$ cat config.mk
export PLATFORM = sky130hd
export DESIGN_NAME = drv_ctrl
export DESIGN_NICKNAME = d
export VERILOG_FILES = /design/src/hw/drv_ctrl_pkg.sv /design/src/hw/drv_ctrl.sv
export VERILOG_INCLUDE_DIRS = /design/src /design/src/hw
export SDC_FILE = /design/constraint.sdc
export NUM_CORES = 1
export LEC_CHECK = 0
export BUFFER_PORTS_ARGS = -buffer_cell sky130_fd_sc_hd__buf_2
export CORE_UTILIZATION = 45
export DETAILED_ROUTE_END_ITERATION = 7
export HOLD_SLACK_MARGIN = 0.1
export PLACE_DENSITY = 0.71
export SETUP_SLACK_MARGIN = 0.1
export SLEW_MARGIN = 20
export SYNTH_ARGS = -nofsm -noshare
export SYNTH_HDL_FRONTEND = slang
export SYNTH_SLANG_ARGS = --single-unit
$ cat constraint.sdc
create_clock -name aclk -period 9.7 [get_ports aclk]
set_clock_uncertainty 0.2 [all_clocks]
set_input_delay 0.485 -clock aclk [delete_from_list [all_inputs] [get_ports aclk]]
set_output_delay 0.485 -clock aclk [all_outputs]
set_load 0.05 [all_outputs]
$ cat src/hw/drv_ctrl_defines.svh
// Purpose: constants for the load driver control block
// Assumes: aclk at 125 MHz, AXI4-Lite word registers
// Notes: offsets are byte addresses
//
// Overview of operation
// internal power-on reset initializes all logic state, no reset pin
// logic supply low tri-states every output and clears status
// control bit 23 zero enters standby clearing all latched data
// diagnostics must persist 32 us, open-load 1 ms, before flag sets
// open-load and temperature warning flags never change outputs
// supply over or undervoltage tri-states all six outputs
// supply recovery restores outputs after at least 32 us
// recovery disable bit 20 keeps outputs off until status cleared
// charge pump enabled in active mode, off in standby
// over-temperature 32 us sets shutdown and switches off all outputs
// temperature flags latched until cleared and below threshold
// cleared shutdown bit reactivates outputs to programmed states
// open-load monitored on activated outputs, 1 ms filter
// over-current 32 us sets flag and switches that driver off
// without recovery bit, driver stays off until over-current flag cleared
// current monitor blanked at least 32 us after selected driver on
// bits 18 and 19 select the current monitor source
// modulation enable ANDs external input with control bit
// high_side_b uses shared pin, others use modulation_input_a
// half bridge waits cross-current time before opposite side turns on
// recovery bit re-enables output after programmable recovery time
// reset bit 22 clears both status registers at frame end
// select codes 0..3 route half_bridge_a, high_side_a, b, c
// filters are counters restarted when raw condition drops
`ifndef DRV_CTRL_DEFINES_SVH
`define DRV_CTRL_DEFINES_SVH
`define CTRL0_OFS 4'h0
`define CTRL1_OFS 4'h4
`define STAT0_OFS 4'h8
`define STAT1_OFS 4'hC
`define CTRL_ENABLE_BIT 23
`define CTRL_RESET_BIT 22
`define CTRL_UVOV_DIS_BIT 20
`define CTRL_SEL_LO 18
`define CTRL1_RCV_TIME_LO 12
`define CLK_MHZ 125
`define FILT_SHORT_US 32
`define FILT_OPEN_US 1000
`define FILT_SHORT_CYC (`FILT_SHORT_US * `CLK_MHZ)
`define FILT_OPEN_CYC (`FILT_OPEN_US * `CLK_MHZ)
`define XPROT_NS 1000
`define XPROT_CYC ((`XPROT_NS * `CLK_MHZ + 999) / 1000)
`define RCV_BASE_NS 50000
`define RCV_BASE_CYC ((`RCV_BASE_NS * `CLK_MHZ) / 1000)
`define CTRL0_RESET 32'h0000_0000
`define CTRL1_RESET 32'h0000_0000
`endif

$ cat src/hw/drv_ctrl_pkg.sv
// Purpose: types for the load driver control block
// Assumes: nothing
// Notes: six outputs, three half bridges
package drv_ctrl_pkg;
  typedef logic [5:0] out_vec_t;
  typedef enum logic [2:0] {
    hb_off = 3'b001,
    hb_dead = 3'b010,
    hb_on = 3'b100
  } hb_state_e;
  typedef struct packed {
    logic [5:0] open_load;
    logic [5:0] over_current;
    logic supply_ov;
    logic supply_uv;
    logic temp_warn;
    logic thermal_sd;
  } diag_s;
endpackage

$ cat src/hw/drv_ctrl.sv
// Purpose: diagnostic, protection and output control of a six output load driver
// Assumes: raw analog comparator levels synchronous to aclk; AXI4-Lite master
// Notes: aresetn stands for the internal power-on reset and logic undervoltage
//
// The implementer's own choices: the register addresses and register access over AXI4-Lite.
`include "drv_ctrl_defines.svh"
`timescale 1ns/1ps
`default_nettype none
module drv_ctrl
  import drv_ctrl_pkg::*;
#(
  parameter int unsigned FILT_OPEN_CYCLES = `FILT_OPEN_CYC,
  parameter int unsigned FILT_SHORT_CYCLES = `FILT_SHORT_CYC,
  parameter int unsigned RCV_BASE_CYCLES = `RCV_BASE_CYC
) (
  input wire logic aclk,
  input wire logic aresetn,
  input wire logic [3:0] s_axi_awaddr,
  input wire logic s_axi_awvalid,
  output logic s_axi_awready,
  input wire logic [31:0] s_axi_wdata,
  input wire logic [3:0] s_axi_wstrb,
  input wire logic s_axi_wvalid,
  output logic s_axi_wready,
  output logic [1:0] s_axi_bresp,
  output logic s_axi_bvalid,
  input wire logic s_axi_bready,
  input wire logic [3:0] s_axi_araddr,
  input wire logic s_axi_arvalid,
  output logic s_axi_arready,
  output logic [31:0] s_axi_rdata,
  output logic [1:0] s_axi_rresp,
  output logic s_axi_rvalid,
  input wire logic s_axi_rready,
  input wire logic modulation_input_a,
  input wire logic shared_monitor_modulation_pin_in,
  output logic shared_monitor_modulation_pin_out,
  output logic shared_monitor_modulation_pin_oe,
  input wire logic [5:0] raw_open_load,
  input wire logic [5:0] raw_over_current,
  input wire logic raw_supply_ov,
  input wire logic raw_supply_uv,
  input wire logic raw_temp_warn,
  input wire logic raw_thermal_sd,
  output logic [5:0] high_drive,
  output logic [5:0] low_drive,
  output logic [5:0] out_enable,
  output logic [1:0] monitor_select,
  output logic monitor_blank,
  output logic charge_pump_en
);

  // ************************************************************
  // register bus
  // ************************************************************
  logic [31:0] ctrl0_reg;
  logic [31:0] ctrl1_reg;
  diag_s diag_reg;
  logic aw_held_reg;
  logic w_held_reg;
  logic [3:0] awaddr_reg;
  logic [31:0] wdata_reg;
  logic [3:0] wstrb_reg;

  // byte lane merge
  function automatic logic [31:0] merge(input logic [31:0] old, input logic [31:0] nw,
                                        input logic [3:0] be);
    logic [31:0] r;
    r = old;
    for (int i = 0; i < 4; i++) begin
      if (be[i]) begin
        r[i*8 +: 8] = nw[i*8 +: 8];
      end
    end
    return r;
  endfunction

  wire do_write = aw_held_reg && w_held_reg && !s_axi_bvalid;
  wire wr_ctrl0 = do_write && (awaddr_reg == `CTRL0_OFS);
  wire wr_ctrl1 = do_write && (awaddr_reg == `CTRL1_OFS);
  wire wr_ok = wr_ctrl0 || wr_ctrl1 || (awaddr_reg == `STAT0_OFS) ||
               (awaddr_reg == `STAT1_OFS);
  wire [31:0] ctrl0_new = merge(ctrl0_reg, wdata_reg, wstrb_reg);
  wire standby_req = wr_ctrl0 && !ctrl0_new[`CTRL_ENABLE_BIT];
  wire status_clr = wr_ctrl0 && ctrl0_new[`CTRL_RESET_BIT];
  wire active = ctrl0_reg[`CTRL_ENABLE_BIT];

  // address and data taken in either order, response follows both
  always_ff @(posedge aclk) begin
    if (!aresetn) begin
      aw_held_reg <= 1'b0;
      w_held_reg <= 1'b0;
      awaddr_reg <= 4'h0;
      wdata_reg <= 32'h0000_0000;
      wstrb_reg <= 4'h0;
      s_axi_bvalid <= 1'b0;
      s_axi_bresp <= 2'b00;
    end else begin
      if (s_axi_awvalid && s_axi_awready) begin
        aw_held_reg <= 1'b1;
        awaddr_reg <= {s_axi_awaddr[3:2], 2'b00};
      end
      if (s_axi_wvalid && s_axi_wready) begin
        w_held_reg <= 1'b1;
        wdata_reg <= s_axi_wdata;
        wstrb_reg <= s_axi_wstrb;
      end
      if (do_write) begin
        aw_held_reg <= 1'b0;
        w_held_reg <= 1'b0;
        s_axi_bvalid <= 1'b1;
        s_axi_bresp <= wr_ok ? 2'b00 : 2'b10;
      end else if (s_axi_bready) begin
        s_axi_bvalid <= 1'b0;
      end
    end
  end

  // ready registered, dropped while a word is held
  always_ff @(posedge aclk) begin
    if (!aresetn) begin
      s_axi_awready <= 1'b0;
      s_axi_wready <= 1'b0;
    end else begin
      s_axi_awready <= !aw_held_reg && !(s_axi_awvalid && s_axi_awready) && !s_axi_bvalid;
      s_axi_wready <= !w_held_reg && !(s_axi_wvalid && s_axi_wready) && !s_axi_bvalid;
    end
  end

  // status words; bit 0 is the no-error bit
  wire any_fault = |diag_reg;
  wire [31:0] stat0_word = {23'h00_0000, diag_reg.supply_ov, diag_reg.supply_uv,
                            diag_reg.over_current, !any_fault};
  wire [31:0] stat1_word = {16'h0000, diag_reg.temp_warn, diag_reg.thermal_sd,
                            diag_reg.open_load, 7'h00, !any_fault};
  wire [3:0] ra = {s_axi_araddr[3:2], 2'b00};
  wire rd_hit = (ra == `CTRL0_OFS) || (ra == `CTRL1_OFS) || (ra == `STAT0_OFS) ||
                (ra == `STAT1_OFS);
  wire [31:0] rd_word = (ra == `CTRL0_OFS) ? ctrl0_reg :
                        (ra == `CTRL1_OFS) ? ctrl1_reg :
                        (ra == `STAT0_OFS) ? stat0_word :
                        (ra == `STAT1_OFS) ? stat1_word : 32'h0000_0000;

  // read channel, one outstanding read
  always_ff @(posedge aclk) begin
    if (!aresetn) begin
      s_axi_arready <= 1'b0;
      s_axi_rvalid <= 1'b0;
      s_axi_rdata <= 32'h0000_0000;
      s_axi_rresp <= 2'b00;
    end else begin
      s_axi_arready <= !s_axi_rvalid && !(s_axi_arvalid && s_axi_arready);
      if (s_axi_arvalid && s_axi_arready) begin
        s_axi_rvalid <= 1'b1;
        s_axi_rdata <= rd_word;
        s_axi_rresp <= rd_hit ? 2'b00 : 2'b10;
      end else if (s_axi_rready) begin
        s_axi_rvalid <= 1'b0;
      end
    end
  end

  // control registers; standby clears all latched data
  always_ff @(posedge aclk) begin
    if (!aresetn) begin
      ctrl0_reg <= `CTRL0_RESET;
      ctrl1_reg <= `CTRL1_RESET;
    end else if (standby_req) begin
      ctrl0_reg <= `CTRL0_RESET;
      ctrl1_reg <= `CTRL1_RESET;
    end else begin
      if (wr_ctrl0) begin
        ctrl0_reg <= ctrl0_new & ~(32'h1 << `CTRL_RESET_BIT);
      end
      if (wr_ctrl1) begin
        ctrl1_reg <= merge(ctrl1_reg, wdata_reg, wstrb_reg);
      end
    end
  end

  // ************************************************************
  // diagnostic filters
  // ************************************************************
  logic [15:0] raw_vec;
  logic [15:0] filt_vec;
  logic [5:0] drive_on;
  assign raw_vec = {raw_open_load & drive_on, raw_over_current, raw_supply_ov,
                    raw_supply_uv, raw_temp_warn, raw_thermal_sd};

  genvar g;
  generate
    for (g = 0; g < 16; g++) begin : gen_filt
      localparam int unsigned LIM = (g >= 10) ? FILT_OPEN_CYCLES : FILT_SHORT_CYCLES;
      logic [17:0] cnt_reg;
      // counter restarts whenever the raw level drops
      always_ff @(posedge aclk) begin
        if (!aresetn || !raw_vec[g]) begin
          cnt_reg <= 18'h0_0000;
        end else if (cnt_reg < LIM[17:0]) begin
          cnt_reg <= cnt_reg + 18'h0_0001;
        end
      end
      assign filt_vec[g] = (cnt_reg == LIM[17:0]);
    end
  endgenerate

  // sticky flags; set wins over clear, temperature clear needs cool down
  wire [15:0] set_vec = filt_vec & {16{active}};
  wire [15:0] cur_vec = diag_reg;
  wire [15:0] hold_temp = {14'h0000, raw_temp_warn, raw_thermal_sd};
  always_ff @(posedge aclk) begin
    if (!aresetn || standby_req) begin
      diag_reg <= '0;
    end else if (status_clr) begin
      diag_reg <= set_vec | (cur_vec & hold_temp);
    end else begin
      diag_reg <= cur_vec | set_vec;
    end
  end

  // ************************************************************
  // output enables and recovery
  // ************************************************************
  wire uvov = diag_reg.supply_ov || diag_reg.supply_uv;
  logic [13:0] sup_cnt_reg;
  logic sup_ok_reg;
  wire sup_raw_bad = raw_supply_ov || raw_supply_uv;
  // supply good for 32 us before auto restart
  always_ff @(posedge aclk) begin
    if (!aresetn || sup_raw_bad) begin
      sup_cnt_reg <= 14'h0000;
      sup_ok_reg <= 1'b0;
    end else if (sup_cnt_reg < FILT_SHORT_CYCLES[13:0]) begin
      sup_cnt_reg <= sup_cnt_reg + 14'h0001;
    end else begin
      sup_ok_reg <= 1'b1;
    end
  end
  wire sup_block = ctrl0_reg[`CTRL_UVOV_DIS_BIT] ? uvov : (uvov && !sup_ok_reg);
  wire global_off = !active || diag_reg.thermal_sd || sup_block;

  // per output over-current recovery timers
  logic [5:0] oc_off;
  wire [5:0] rcv_en = ctrl1_reg[11:6];
  wire [19:0] rcv_lim = RCV_BASE_CYCLES[19:0] *
                        {18'h0_0000, ctrl1_reg[`CTRL1_RCV_TIME_LO +: 2]} + RCV_BASE_CYCLES[19:0];
  generate
    for (g = 0; g < 6; g++) begin : gen_rcv
      logic [19:0] rc_reg;
      logic off_reg;
      // recovery timer re-enables after programmed time
      always_ff @(posedge aclk) begin
        if (!aresetn || !diag_reg.over_current[g]) begin
          off_reg <= 1'b0;
          rc_reg <= 20'h0_0000;
        end else if (filt_vec[4 + g]) begin
          off_reg <= 1'b1;
          rc_reg <= 20'h0_0000;
        end else if (rcv_en[g] && rc_reg >= rcv_lim) begin
          off_reg <= 1'b0;
        end else begin
          off_reg <= off_reg | !rcv_en[g];
          rc_reg <= rc_reg + 20'h0_0001;
        end
      end
      assign oc_off[g] = off_reg || (diag_reg.over_current[g] && !rcv_en[g]);
    end
  endgenerate

  // ************************************************************
  // modulation and half bridge dead time
  // ************************************************************
  wire [5:0] mod_src = {modulation_input_a, shared_monitor_modulation_pin_in,
                        {4{modulation_input_a}}};
  wire [5:0] on_ctl = ctrl0_reg[6:1];
  wire [5:0] mod_en = ctrl1_reg[5:0];
  wire [5:0] want = (on_ctl & (~mod_en | mod_src)) & ~oc_off & {6{!global_off}};
  wire [2:0] hb_low = ctrl0_reg[9:7];
  assign drive_on = want;

  logic [5:0] hi_next;
  logic [5:0] lo_next;
  logic [5:0] en_next;
  generate
    for (g = 0; g < 3; g++) begin : gen_hb
      hb_state_e st_reg;
      logic side_reg;
      logic [7:0] dt_reg;
      wire tgt_side = want[g] && !hb_low[g];
      wire tgt_on = want[g];
      // opposite side waits out the cross-current time
      always_ff @(posedge aclk) begin
        if (!aresetn) begin
          st_reg <= hb_off;
          side_reg <= 1'b0;
          dt_reg <= 8'h00;
        end else begin
          unique case (st_reg)
            hb_off: begin
              dt_reg <= 8'h00;
              if (tgt_on) begin
                st_reg <= hb_dead;
                side_reg <= tgt_side;
              end
            end
            hb_dead: begin
              dt_reg <= dt_reg + 8'h01;
              if (!tgt_on) begin
                st_reg <= hb_off;
              end else if (dt_reg >= 8'(`XPROT_CYC)) begin
                st_reg <= hb_on;
              end
            end
            hb_on: begin
              dt_reg <= 8'h00;
              if (!tgt_on || tgt_side != side_reg) begin
                st_reg <= hb_off;
              end
            end
            default: st_reg <= hb_off;
          endcase
        end
      end
      assign hi_next[g] = en_next[g] && side_reg;
      assign lo_next[g] = en_next[g] && !side_reg;
      assign en_next[g] = (st_reg == hb_on) && tgt_on && (tgt_side == side_reg);
    end
  endgenerate
  assign hi_next[5:3] = want[5:3];
  assign lo_next[5:3] = 3'b000;
  assign en_next[5:3] = want[5:3];

  // ************************************************************
  // current monitor and outputs
  // ************************************************************
  wire [1:0] sel = ctrl0_reg[`CTRL_SEL_LO +: 2];
  wire sel_on = (sel == 2'd0) ? hi_next[0] : hi_next[2 + sel];
  logic sel_on_d_reg;
  logic [13:0] blank_cnt_reg;
  // blank after switch on of the selected driver
  always_ff @(posedge aclk) begin
    if (!aresetn) begin
      sel_on_d_reg <= 1'b0;
      blank_cnt_reg <= 14'h0000;
    end else begin
      sel_on_d_reg <= sel_on;
      if (sel_on && !sel_on_d_reg) begin
        blank_cnt_reg <= FILT_SHORT_CYCLES[13:0];
      end else if (blank_cnt_reg != 14'h0000) begin
        blank_cnt_reg <= blank_cnt_reg - 14'h0001;
      end
    end
  end

  // all outputs registered
  always_ff @(posedge aclk) begin
    if (!aresetn) begin
      high_drive <= 6'h00;
      low_drive <= 6'h00;
      out_enable <= 6'h00;
      monitor_select <= 2'b00;
      monitor_blank <= 1'b1;
      charge_pump_en <= 1'b0;
      shared_monitor_modulation_pin_out <= 1'b0;
      shared_monitor_modulation_pin_oe <= 1'b0;
    end else begin
      high_drive <= hi_next;
      low_drive <= lo_next;
      out_enable <= en_next;
      monitor_select <= sel;
      monitor_blank <= !sel_on || (blank_cnt_reg != 14'h0000) ||
                       (sel_on && !sel_on_d_reg);
      charge_pump_en <= active;
      shared_monitor_modulation_pin_out <= 1'b0;
      shared_monitor_modulation_pin_oe <= active && !mod_en[4];
    end
  end
endmodule
`default_nettype wire

==> flow_metrics.env <==
export IMPL_fill_cells=6135
export IMPL_num_vias=25560
export IMPL_slew_violations=0
export IMPL_synth_top_cell_area_share_pct=43.26
export IMPL_synth_edf_count=0
export IMPL_period_needed_ns=5.104
export IMPL_grt_pass1_wl_microns=119200
export IMPL_power_frac_seq_pct=47.2
export IMPL_vdd_ir_drop_max_mv=0.1587
export IMPL_cp_required_ns=10.06
export IMPL_start_util_pct=45.78
export IMPL_cp_max_fo=15
export IMPL_coreArea_sq_um=66220
export IMPL_cellPowerDensity_nw_per_um2=169.9
export IMPL_p_sw_share_pct=23.60
export IMPL_place_gp_congestion=0.8686
export IMPL_max_freq_mhz=195.9
export IMPL_setup_viol=0
export IMPL_final_area_sq_um=34670
export IMPL_dp_cells=4449
export IMPL_slowest_stage="o21ai_1"
export IMPL_cts_tree="yes"
export IMPL_final_nets=3922
export IMPL_outcome="completed"
export IMPL_dieArea_sq_um=68400
export IMPL_seq_area_frac_synth_pct=43.26
export IMPL_grt_overflow=0
export IMPL_p_switching_mw=1.390
export IMPL_clock_latency_ns=0.62
export IMPL_viasPerCell=5.510
export IMPL_drt_total_wl_microns=73910
export IMPL_power_frac_comb_pct=5.4
export IMPL_slowest_delay_ns=0.88
export IMPL_largest_reg_flops=288
export IMPL_place_area_sq_um=31640
export IMPL_synth_main_ff_cell="dfxtp_1"
export IMPL_tns_ns=0
export IMPL_ys_warnings_count=0
export IMPL_worst_setup_path_end_kind="register"
export IMPL_cp_top_family="compound AO/OA/AOI/OAI gates"
export IMPL_power_mw=5.889
export IMPL_hold_slack_ns=0.1900
export IMPL_first_global_vias=23280
export IMPL_final_period_utilization_pct=52.62
export IMPL_netlist_area_sq_um=30310
export IMPL_drt_pass1_iterations=5
export IMPL_drive_gt1_share_pct=8.852
export IMPL_row_count=94
export IMPL_startpoint_type="register"
export IMPL_power_internal_mw=4.499
export IMPL_cap_violations=0
export IMPL_clkTransAtPathRegs_ns=0.06
export IMPL_hold_violations=0
export IMPL_relSlewSlack_pct=22.13
export IMPL_yosys_cell_types_count=89
export IMPL_grt_max_degree=89
export IMPL_clk_path_buf_depth=3
export IMPL_cts_hold_buf=60
export IMPL_antenna_found_initial=2
export IMPL_crit_path_cell_trace="buf_4 -> inv_1 -> buf_4 -> ha_1 -> inv_1 -> o21ai_1 -> ha_1 -> a211o_1 -> a21oi_1 -> o211ai_1 -> a21oi_1 -> nand2_1 -> or4_1 -> nand2_1"
export IMPL_cts_resized=0
export IMPL_ys_async_sr_fraction_pct=0
export IMPL_synth_largest_area_cell="dfxtp_1"
export IMPL_grt_setup_unrepaired="false"
export IMPL_avgSynthCellArea_sq_um=8.498
export IMPL_critPathKind="register to register"
export IMPL_pin_count=134
export IMPL_drc_errors=0
export IMPL_fin_cells=4639
export IMPL_die_w_microns=261.5
export IMPL_p_clk_share_pct=47.4
export IMPL_cellLeakagePower_nw=12.71
export IMPL_ys_ff_latch=655
export IMPL_drtIter0Drc=1936
export IMPL_postSynthCellCount=3567
export IMPL_place_hpwl_microns=50030
export IMPL_hold_class="register to register"
export IMPL_cts_root_buf="clkbuf_16"
export IMPL_tightest_slew_ns=1.160
export IMPL_clock_sinks=655
export IMPL_route_antenna_remaining_nets=0
export IMPL_cts_max_level=3
export IMPL_synth_area_leaders="dfxtp_1 43%, ha_1 5.6%, nor2_1 5.3%, nand2_1 5.0%, a21oi_1 4.5%"
export IMPL_cts_made_buffers=71
export IMPL_syn2layout_area_growth_pct=14.37
export IMPL_port_buffer_count=123
export IMPL_die_y_microns=261.5
export IMPL_grtUsageTotal_pct=21.25
export IMPL_worst_path_buf_inv=4
export IMPL_critPathArrivalTime_ns=5.46
export IMPL_post_cts_buffers=0
export IMPL_wl_per_cell_microns=15.93
cells in the mapped netlist (20+ instances only):
cell and count:
nand2b_1 30, nor3_1 78, o211ai_1 22, ha_1 135, nand2_1 400, and2_1 32
and3_1 112, mux2i_1 30, a211oi_1 20, a21oi_1 273, dfxtp_1 655, xnor2_1 115
xor2_1 117, nand3_1 199, clkbuf_1 100, o21ai_0 89, inv_1 118, a22oi_1 22
nand4_1 94, or4_1 31, nor4_1 44, or3_1 85, and4_1 27, nor2_1 425
per-layer routing:
layer | vias to the layer above | global-route usage, % | wire length [microns]
met4 | 0 | 7.009 | 2077
met1 | 12030 | 29.29 | 34620
li1 | 12860 | - | -
met3 | 143 | 3.320 | 3803
met5 | - | 0 | 0
met2 | 528 | 33.83 | 33410
final cells by class:
| class | count | area, sq um | area share (%) |
|---|---|---|---|
| clock inverter | 37 | 459.2 | 1.324 |
| antenna | 2 | 5.005 | 0.01444 |
| inverter | 119 | 449.2 | 1.296 |
| timing repair buffer | 201 | 1354 | 3.905 |
| sequential | 655 | 13110 | 37.82 |
| clock buffer | 91 | 1963 | 5.662 |
| multi-input combinational | 2670 | 16250 | 46.86 |
| tap | 864 | 1081 | 3.118 |
cell families (layout without fill, tap and decap cells):
family	count (synthesis)	after routing	share of synthesized area [%]
other cells	1	8	0.01237
simple gates	1683	1683	28.06
flops	655	655	43.26
xor+xnor	232	232	6.703
mux	45	45	1.585
buf+inv	247	448	3.261
fa+ha+maj	138	138	5.675
compound gates	566	566	11.45
path summary, 6_finish.rpt:
check | depth (start not counted) | endpoint | slack (ns) | startpoint
worst max-delay path | 14 | gen_rcv[0].rc_reg[19] | 4.60 | ctrl1_reg[12]
worst min-delay path | 1 | monitor_blank | 0.19 | sel_on_d_reg
worst max register to register | 14 | gen_rcv[0].rc_reg[19] | 4.60 | ctrl1_reg[12]
worst min register to register | 1 | monitor_blank | 0.19 | sel_on_d_reg
cell usage in the layout, fill, tap and decap left out, types with 15 or more instances in the layout:
cell type / count
o211ai_1: 22
or4_1: 31
nor4b_1: 16
a22oi_1: 22
o21ai_0: 88
o31ai_1: 17
nor3_1: 77
or2_2: 17
inv_1: 117
xnor2_1: 115
nor2b_1: 16
nand3_1: 199
or3_1: 85
nand2_1: 398
buf_2: 122
a211o_1: 15
o21ai_1: 18
dfxtp_1: 655
a211oi_1: 20
xor2_1: 117
nand2b_1: 30
dlygate4sd3_1: 60
and3_1: 112
nand4_1: 94
nor4_1: 44
buf_4: 19
nor2_1: 425
and2_1: 32
a21oi_1: 273
clkbuf_16: 72
and4_1: 27
ha_1: 135
mux2i_1: 30
power by group through the flow:
stage / combinational (mW) / sequential [mW] / clock, mW
floorplan: 0.216 / 2.84 / 0
global placement: 0.296 / 2.84 / 0
detailed placement: 0.299 / 2.84 / 0
CTS: 0.319 / 2.78 / 2.85
global route: 0.356 / 2.78 / 2.96
finish: 0.319 / 2.78 / 2.79
stage by stage:
stage               util (%)  setup slack, ns
floorplan                  -            5.778
global placement       47.79            4.721
detailed placement     47.79            4.687
CTS                    52.35            4.649
global route           52.35            4.309
finish                 52.36            4.596
No activity file was read; power rests on OpenSTA's default activity.
